<file path="config.mk">
export PLATFORM = sky130hd
export DESIGN_NAME = rre_exec
export DESIGN_NICKNAME = d
export VERILOG_FILES = /design/src/verilog/rre_pkg.sv /design/src/verilog/rre_stack_mem.sv /design/src/verilog/rre_exec.sv
export SDC_FILE = /design/constraint.sdc
export NUM_CORES = 1
export LEC_CHECK = 0
export BUFFER_PORTS_ARGS = -buffer_cell sky130_fd_sc_hd__buf_4
export CAP_MARGIN = 20
export CORE_UTILIZATION = 59
export CTS_CLUSTER_DIAMETER = 40
export CTS_CLUSTER_SIZE = 25
export DETAILED_ROUTE_END_ITERATION = 16
export HOLD_SLACK_MARGIN = 0.03
export PLACE_DENSITY = 0.91
export SLEW_MARGIN = 40
export SYNTH_ARGS = -nofsm -noshare
export SYNTH_HDL_FRONTEND = slang
export SYNTH_HIERARCHICAL = 1
export SYNTH_SLANG_ARGS = --single-unit
</file>
<file path="constraint.sdc">
create_clock -name clk_in -period 3.9 [get_ports clk_in]
set_input_delay 0.585 -clock clk_in [delete_from_list [all_inputs] [get_ports clk_in]]
set_output_delay 0.585 -clock clk_in [all_outputs]
set_load 0.02 [all_outputs]
</file>
<file path="src/verilog/rre_pkg.sv">
package rre_pkg;
  // Instruction word and field layout
  localparam int INSTR_W = 14;
  localparam int PC_W = 15;
  localparam int DATA_W = 8;
  localparam int FADDR_W = 7;
  localparam int DEST_BIT = 7;
  localparam int STACK_DEPTH = 16;
  localparam int STACK_AW = 4;

  // Opcodes as decoded by this block
  localparam logic [13:0] OP_RETURN = 14'h0008;
  localparam logic [13:0] OP_RET_INT = 14'h0009;
  localparam logic [5:0] OP_RET_LIT_HI = 6'h34;
  localparam logic [5:0] OP_ROT_LEFT_HI = 6'h0d;
  localparam logic [5:0] OP_ROT_RIGHT_HI = 6'h0c;

  // Instruction cycle counts
  localparam int RET_CYCLES = 2;
  localparam int ROT_CYCLES = 1;

  // Bit positions
  localparam int INT_ENABLE_BIT = 7;
  localparam int CARRY_BIT = 0;

  // Register offsets on the plain register port
  localparam int REG_AW = 3;
  localparam logic [2:0] OFS_WORK = 3'h0;
  localparam logic [2:0] OFS_STATUS = 3'h1;
  localparam logic [2:0] OFS_INTCTL = 3'h2;
  localparam logic [2:0] OFS_PC_LO = 3'h3;
  localparam logic [2:0] OFS_PC_HI = 3'h4;
  localparam logic [2:0] OFS_STKPTR = 3'h5;

  // Reset values
  localparam logic [7:0] RST_WORK = 8'h00;
  localparam logic [7:0] RST_INTCTL = 8'h00;
  localparam logic RST_CARRY = 1'h0;
  localparam logic [14:0] RST_PC = 15'h0000;
  localparam logic [3:0] RST_STKPTR = 4'h0;

  typedef enum logic
  {
    RRE_EXEC = 1'h0,
    RRE_FLUSH = 1'h1
  } rre_state_t;
endpackage

</file>
<file path="src/verilog/rre_stack_mem.sv">
`timescale 1ns/1ns
module rre_stack_mem
#(
  parameter int WIDTH = 15,
  parameter int DEPTH = 16,
  parameter int AW = 4
)
(
  input wire logic clk_in,
  input wire logic reset_n_in,
  input wire logic wr_en_in,
  input wire logic [AW-1:0] wr_addr_in,
  input wire logic [WIDTH-1:0] wr_data_in,
  input wire logic [AW-1:0] rd_addr_in,
  output logic [WIDTH-1:0] rd_data_out
);
  logic [WIDTH-1:0] mem_q [DEPTH];
  logic [WIDTH-1:0] rd_q;

  always_ff @(posedge clk_in)
  begin
    if (wr_en_in)
      mem_q[wr_addr_in] <= wr_data_in;
  end

  // Bypass so a push followed at once by a return sees the new entry
  always_ff @(posedge clk_in or negedge reset_n_in)
  begin
    if (!reset_n_in)
      rd_q <= '0;
    else if (wr_en_in && wr_addr_in == rd_addr_in)
      rd_q <= wr_data_in;
    else
      rd_q <= mem_q[rd_addr_in];
  end

  assign rd_data_out = rd_q;
endmodule

</file>
<file path="src/verilog/rre_exec.sv">
`timescale 1ns/1ns
module rre_exec
#(
  parameter int STACK_DEPTH = rre_pkg::STACK_DEPTH
)
(
  input wire logic clk_in,
  input wire logic reset_n_in,
  input wire logic instr_valid_in,
  input wire logic [13:0] instr_in,
  output logic instr_discard_out,
  input wire logic push_in,
  input wire logic [14:0] push_addr_in,
  output logic pc_load_out,
  output logic [14:0] pc_out,
  output logic [6:0] file_raddr_out,
  input wire logic [7:0] file_rdata_in,
  output logic file_we_out,
  output logic [6:0] file_waddr_out,
  output logic [7:0] file_wdata_out,
  output logic [7:0] work_out,
  output logic carry_out,
  output logic global_interrupt_enable_out,
  input wire logic [2:0] reg_addr_in,
  input wire logic [7:0] reg_wdata_in,
  input wire logic reg_wr_in,
  input wire logic reg_rd_in,
  output logic [7:0] reg_rdata_out
);
  rre_pkg::rre_state_t state_q;
  rre_pkg::rre_state_t state_d;
  logic [7:0] w_q;
  logic carry_q;
  logic [7:0] interrupt_control_reg_q;
  logic [14:0] pc_q;
  logic pc_load_q;
  logic [3:0] sp_q;
  logic [3:0] sp_d;
  logic [14:0] stack_top_entry;
  logic file_we_q;
  logic [6:0] file_waddr_q;
  logic [7:0] file_wdata_q;
  logic [7:0] reg_rdata_q;
  logic exec;
  logic return_from_interrupt_op;
  logic return_with_literal_op;
  logic return_sub_op;
  logic rotate_left_carry_op;
  logic rotate_right_carry_op;
  logic any_return;
  logic rotate_any;
  logic dest_file;
  logic [7:0] rot_result;
  logic rot_carry;
  logic push_ok;

  // Decode only in an execute cycle; the flush cycle ignores the word
  assign exec = instr_valid_in && state_q == rre_pkg::RRE_EXEC;
  assign return_from_interrupt_op = exec && instr_in == rre_pkg::OP_RET_INT;
  assign return_sub_op = exec && instr_in == rre_pkg::OP_RETURN;
  assign return_with_literal_op = exec && instr_in[13:8] == rre_pkg::OP_RET_LIT_HI;
  assign rotate_left_carry_op = exec && instr_in[13:8] == rre_pkg::OP_ROT_LEFT_HI;
  assign rotate_right_carry_op = exec && instr_in[13:8] == rre_pkg::OP_ROT_RIGHT_HI;
  assign any_return = return_from_interrupt_op || return_sub_op || return_with_literal_op;
  assign rotate_any = rotate_left_carry_op || rotate_right_carry_op;
  assign dest_file = instr_in[rre_pkg::DEST_BIT];
  // File address is a read request, so it is combinational from the word
  assign file_raddr_out = instr_in[6:0];

  always_comb
  begin
    if (rotate_left_carry_op)
    begin
      rot_result = {file_rdata_in[6:0], carry_q};
      rot_carry = file_rdata_in[7];
    end
    else
    begin
      rot_result = {carry_q, file_rdata_in[7:1]};
      rot_carry = file_rdata_in[0];
    end
  end

  // Two-cycle returns: execute, then one flush cycle
  always_comb
  begin
    case (state_q)
      rre_pkg::RRE_EXEC:
        state_d = any_return ? rre_pkg::RRE_FLUSH : rre_pkg::RRE_EXEC;
      rre_pkg::RRE_FLUSH:
        state_d = rre_pkg::RRE_EXEC;
      default:
        state_d = rre_pkg::RRE_EXEC;
    endcase
  end

  always_ff @(posedge clk_in or negedge reset_n_in)
  begin
    if (!reset_n_in)
      state_q <= rre_pkg::RRE_EXEC;
    else
      state_q <= state_d;
  end

  // A pop in the same cycle wins over an outside push
  assign push_ok = push_in && !any_return;

  always_comb
  begin
    if (any_return)
      sp_d = sp_q - 4'h1;
    else if (push_ok)
      sp_d = sp_q + 4'h1;
    else
      sp_d = sp_q;
  end

  always_ff @(posedge clk_in or negedge reset_n_in)
  begin
    if (!reset_n_in)
      sp_q <= rre_pkg::RST_STKPTR;
    else
      sp_q <= sp_d;
  end

  // Read address follows the next pointer so the top is ready a cycle later
  rre_stack_mem #(
    .WIDTH(rre_pkg::PC_W),
    .DEPTH(STACK_DEPTH),
    .AW(rre_pkg::STACK_AW)
  ) u_stack (
    .clk_in(clk_in),
    .reset_n_in(reset_n_in),
    .wr_en_in(push_ok),
    .wr_addr_in(sp_q),
    .wr_data_in(push_addr_in),
    .rd_addr_in(sp_d - 4'h1),
    .rd_data_out(stack_top_entry)
  );

  always_ff @(posedge clk_in or negedge reset_n_in)
  begin
    if (!reset_n_in)
    begin
      pc_q <= rre_pkg::RST_PC;
      pc_load_q <= 1'h0;
    end
    else
    begin
      pc_load_q <= any_return;
      if (any_return)
        pc_q <= stack_top_entry;
    end
  end

  // Instruction writes to W beat a software write in the same cycle
  always_ff @(posedge clk_in or negedge reset_n_in)
  begin
    if (!reset_n_in)
      w_q <= rre_pkg::RST_WORK;
    else if (return_with_literal_op)
      w_q <= instr_in[7:0];
    else if (rotate_any && !dest_file)
      w_q <= rot_result;
    else if (reg_wr_in && reg_addr_in == rre_pkg::OFS_WORK)
      w_q <= reg_wdata_in;
  end

  // Only rotates and status writes touch carry, a rotate winning; returns leave it alone
  always_ff @(posedge clk_in or negedge reset_n_in)
  begin
    if (!reset_n_in)
      carry_q <= rre_pkg::RST_CARRY;
    else if (rotate_any)
      carry_q <= rot_carry;
    else if (reg_wr_in && reg_addr_in == rre_pkg::OFS_STATUS)
      carry_q <= reg_wdata_in[rre_pkg::CARRY_BIT];
  end

  // Set by the return beats a clear from software
  always_ff @(posedge clk_in or negedge reset_n_in)
  begin
    if (!reset_n_in)
      interrupt_control_reg_q <= rre_pkg::RST_INTCTL;
    else
    begin
      if (reg_wr_in && reg_addr_in == rre_pkg::OFS_INTCTL)
        interrupt_control_reg_q <= reg_wdata_in;
      if (return_from_interrupt_op)
        interrupt_control_reg_q[rre_pkg::INT_ENABLE_BIT] <= 1'h1;
    end
  end

  always_ff @(posedge clk_in or negedge reset_n_in)
  begin
    if (!reset_n_in)
    begin
      file_we_q <= 1'h0;
      file_waddr_q <= 7'h00;
      file_wdata_q <= 8'h00;
    end
    else
    begin
      file_we_q <= rotate_any && dest_file;
      if (rotate_any && dest_file)
      begin
        file_waddr_q <= instr_in[6:0];
        file_wdata_q <= rot_result;
      end
    end
  end

  // Read data stand only in the cycle after the strobe
  always_ff @(posedge clk_in or negedge reset_n_in)
  begin
    if (!reset_n_in)
      reg_rdata_q <= 8'h00;
    else if (!reg_rd_in)
      reg_rdata_q <= 8'h00;
    else
    begin
      case (reg_addr_in)
        rre_pkg::OFS_WORK: reg_rdata_q <= w_q;
        rre_pkg::OFS_STATUS: reg_rdata_q <= {7'h00, carry_q};
        rre_pkg::OFS_INTCTL: reg_rdata_q <= interrupt_control_reg_q;
        rre_pkg::OFS_PC_LO: reg_rdata_q <= pc_q[7:0];
        rre_pkg::OFS_PC_HI: reg_rdata_q <= {1'h0, pc_q[14:8]};
        rre_pkg::OFS_STKPTR: reg_rdata_q <= {4'h0, sp_q};
        default: reg_rdata_q <= 8'h00;
      endcase
    end
  end

  assign instr_discard_out = state_q == rre_pkg::RRE_FLUSH;
  assign pc_load_out = pc_load_q;
  assign pc_out = pc_q;
  assign file_we_out = file_we_q;
  assign file_waddr_out = file_waddr_q;
  assign file_wdata_out = file_wdata_q;
  assign work_out = w_q;
  assign carry_out = carry_q;
  assign global_interrupt_enable_out = interrupt_control_reg_q[rre_pkg::INT_ENABLE_BIT];
  assign reg_rdata_out = reg_rdata_q;
endmodule

</file>
==> summary.md <==
| Metric | Value |
|---|---|
| Status | finished clean |
| Pre-antenna DRT Iters | 5 |
| Global Route Usage Sum | between 20% and 30% |
| DR WL/cell | between 20 and 30 µm |
| Gate Count Post-Synth | roughly 700 |
| Main combinational cell family by area after synthesis | multiplexers |
| Die Footprint | 22,800 µm² |
| Syn_area_per_cell | 18.6 µm² |
| Worst skew pair latency | between 0.5 and 0.6 ns |
| RSZ-0062 raised after global routing | false |
| Number of cells on the worst reg-to-reg path | 12 |
| Maxcap violations | 0 |
| CP Max Fanout | 35 |
| Core region area | 21,800 µm² |
| Area grow syn2layout | 19.2% |
| Yosys warning count | 6 |
| DRC viols | 0 |
| Root Driver | clkbuf_16 |
| Adder-Cell Fraction of Synth Area | 0.287% |
| Layout cells sized above 1 | 36.0% |
| Slew Limit Fails | 0 |
| Clk buf depth | 3 |
| Peak Freq | 281 MHz |
| Antenna-violating nets left | 0 |
| Hold Buf Count CTS | 0 |
| Starting DRC count in detailed routing | roughly 500 |
| Synthesized cell area | 13,100 µm² |
| Final Skew | 0.0328 ns |
| Ant. Diodes | 0 |
| Crit path time final | 3.55 ns |
| Post-route cell area | 15,600 µm² |
| Cell with the most instances after synthesis | edfxtp_1 |
| Num CTS Buffers | 36 |
| Total setup buffers inserted after CTS | 0 |
| Final HPWL DP | 17,800 µm |
| Register area share after synthesis | 69.8% |
| Synth top area share | a little under three fifths |
| Grt total ovfl | 0 |
| CP Data Required Time | 4.32 ns |
| Dpl ws | ~0.097 ns |
| Initial Util | 60.1% |
| CP arrival | 3.97 ns |
| Max VDD drop | ~0.85 mV |
| Post-Synth Simple-Gate Area | 4.68% |
| Gpl congestion | 0.941 |
| Largest cells by area after synthesis | edfxtp_1 (55%), dfrtp_1 (15%), mux4_2 (7.2%), mux2i_1 (4.6%), mux2_2 (4.4%) |
| Mux share of post-synthesis cell area | approximately a fifth |
| Crit end category | register |
| Slew HR | 51.1% |
| Die span in x | between 150 and 200 µm |
| Via count | between 7,000 and 8,000 |
| Worst hold-check path type | input pin to async pin |
| CTS clk-pin slew, worst paths | 0.07 ns |
| Yosys top cell by area | edfxtp_1 |
| Top post-synthesis cells by count | edfxtp_1 (240), dfrtp_1 (77), mux2i_1 (60), mux2_2 (51), mux4_2 (42) |
| TritonCTS Sinks | 317 |
| Synth Flop Type | edfxtp_1 |
| Pin count of the biggest net entering global routing | 78 |
| IO buf count | 111 |
| Startpoint types | register |
| Post-synth EDFFs | 240 |
| Lkg Pwr | 5.90 nW |
| Post-Synth XOR/XNOR Area | less than 1% |
| Number of global-route vias before repair | about 7,600 |
| CTS tree | built |
| Worst setup margin | 0.346 ns |
| Critical path class | register to register |
| # rows | 54 |
| Final wirelength | approximately 30,000 µm |
| Area after DPL | ~14,000 µm² |
| Vias per cell | 6.30 |
| Setup TNS Final | 0 ns |
| Final Setup Violations | 0 |
| Worst slew pin tran | 0.730 ns |
| Initial antenna violation count | 0 |
| Ys async rst share | 24.3% |
| Post_cts resized | 0 |
| Seq cells post-synth | between 300 and 400 |
| Cell area power density | 817 nW/µm² |
| Fin crit share | approximately nine tenths |
| Count of final hold-check violations | 0 |
| Number of distinct library cells after synthesis | 47 |
| Die Ht | 151 µm |
| Htree depth | 2 |
| Io pins | 112 |
| Synthesized net count | 761 |
| Synth Area in Compound Gates | 2.67% |
| Final nets | about 900 |
| First-pass GRT wire length | 44,300 µm |
## cell usage in the layout (no fill, tap or decap), types with 3 or more instances in the layout
master / n
o22a_1: 7
mux4_2: 42
a21oi_1: 17
nor3_2: 5
nand2_1: 13
clkinv_1: 3
nand2b_1: 4
mux2i_1: 60
clkinv_2: 4
o21ai_0: 8
xor2_1: 4
a22oi_1: 10
inv_1: 7
clkbuf_16: 38
nor3_1: 3
nor2_1: 40
nand3_1: 3
and2_1: 6
edfxtp_1: 240
nor2b_1: 9
dfrtp_1: 77
buf_12: 4
ha_1: 3
clkinvlp_4: 4
mux4_1: 18
mux2_2: 51
inv_6: 4
o22ai_1: 4
bufinv_16: 4
inv_8: 3
buf_4: 135
## sequential cells by signal (all words and copies together) (netlist names)
name and cells:
file_we_out 1, interrupt_control_reg_q 8, sp_q 4, pc_load_out 1, pc_out 15, u_stack/mem_q 240
reg_rdata_out 8, file_waddr_out 7, u_stack/rd_data_out 15, instr_discard_out 1, work_out 8, carry_out 1
file_wdata_out 8
## cells by family after synthesis
family,count (synthesis)
buffers and inverters,48
adder cells (fa/ha/maj),3
flip-flops,317
AO/OA/AOI/OAI,53
XOR/XNOR,8
multiplexers,171
AND/OR/NAND/NOR,104
## power by group
part / internal (mW) / switching [mW] / total (mW)
clock network: 2.10 / 1.40 / 3.50
logic: 2.29 / 2.53 / 4.82
registers: 4.16 / 0.264 / 4.43
## through the flow
stage | total power, mW | util (%) | instances | hold WS [ns]
finish | 12.8 | 71.7 | 1149 | 0.107
floorplan | 7.80 | - | 704 | 0.289
CTS | 12.8 | 71.7 | 1149 | 0.124
global placement | 8.91 | 65.9 | 1083 | 0.457
global route | 13.2 | 71.7 | 1149 | 0.160
detailed placement | 9.14 | 65.9 | 1083 | 0.467
## path summary, 6_finish.rpt
path | startpoint | endpoint | slack [ns]
hold / removal | reset_n_in | file_waddr_out[3] | 0.11
setup / recovery | instr_discard_out | u_stack/rd_data_out[3] | 0.35
max in group asynchronous | reset_n_in | interrupt_control_reg_q[2] | 3.30
setup reg to reg | instr_discard_out | u_stack/rd_data_out[3] | 0.35
min in group clk_in | reg_rd_in | reg_rdata_out[0] | 0.29
hold reg to reg | u_stack/rd_data_out[13] | pc_out[13] | 0.49
## area by class of cell
class                      count  area [µm²]
clock buffer                  41         972
sequential                   317        9130
fill                        1219        6160
timing repair buffer         140        1100
tap                          280         350
clock inverter                25         284
multi-input combinational    339        3730
inverter                       7        26.3
## critical path: stages, from the launching register on
cell     delay, ns
dfrtp_1       0.42
and4b_1       0.31
and3_1        0.29
nor3_1        0.11
xnor2_2       0.27
inv_1         0.14
nor3_2        0.35
xor2_4        0.27
buf_12        0.27
mux4_1        0.37
mux2i_1       0.25
mux2i_1       0.12
mux2_2        0.28
## layer usage
metal / vias up / global-route usage (%) / part of all wire, %
met5: - / 0 / 0
met4: 0 / 12.5 / 4.3
met3: 97 / 5.93 / 9.6
met2: 439 / 45.9 / 50
met1: 3639 / 34.0 / 36
li1: 3062 / - / -
Power figures use the tool's default switching activity.
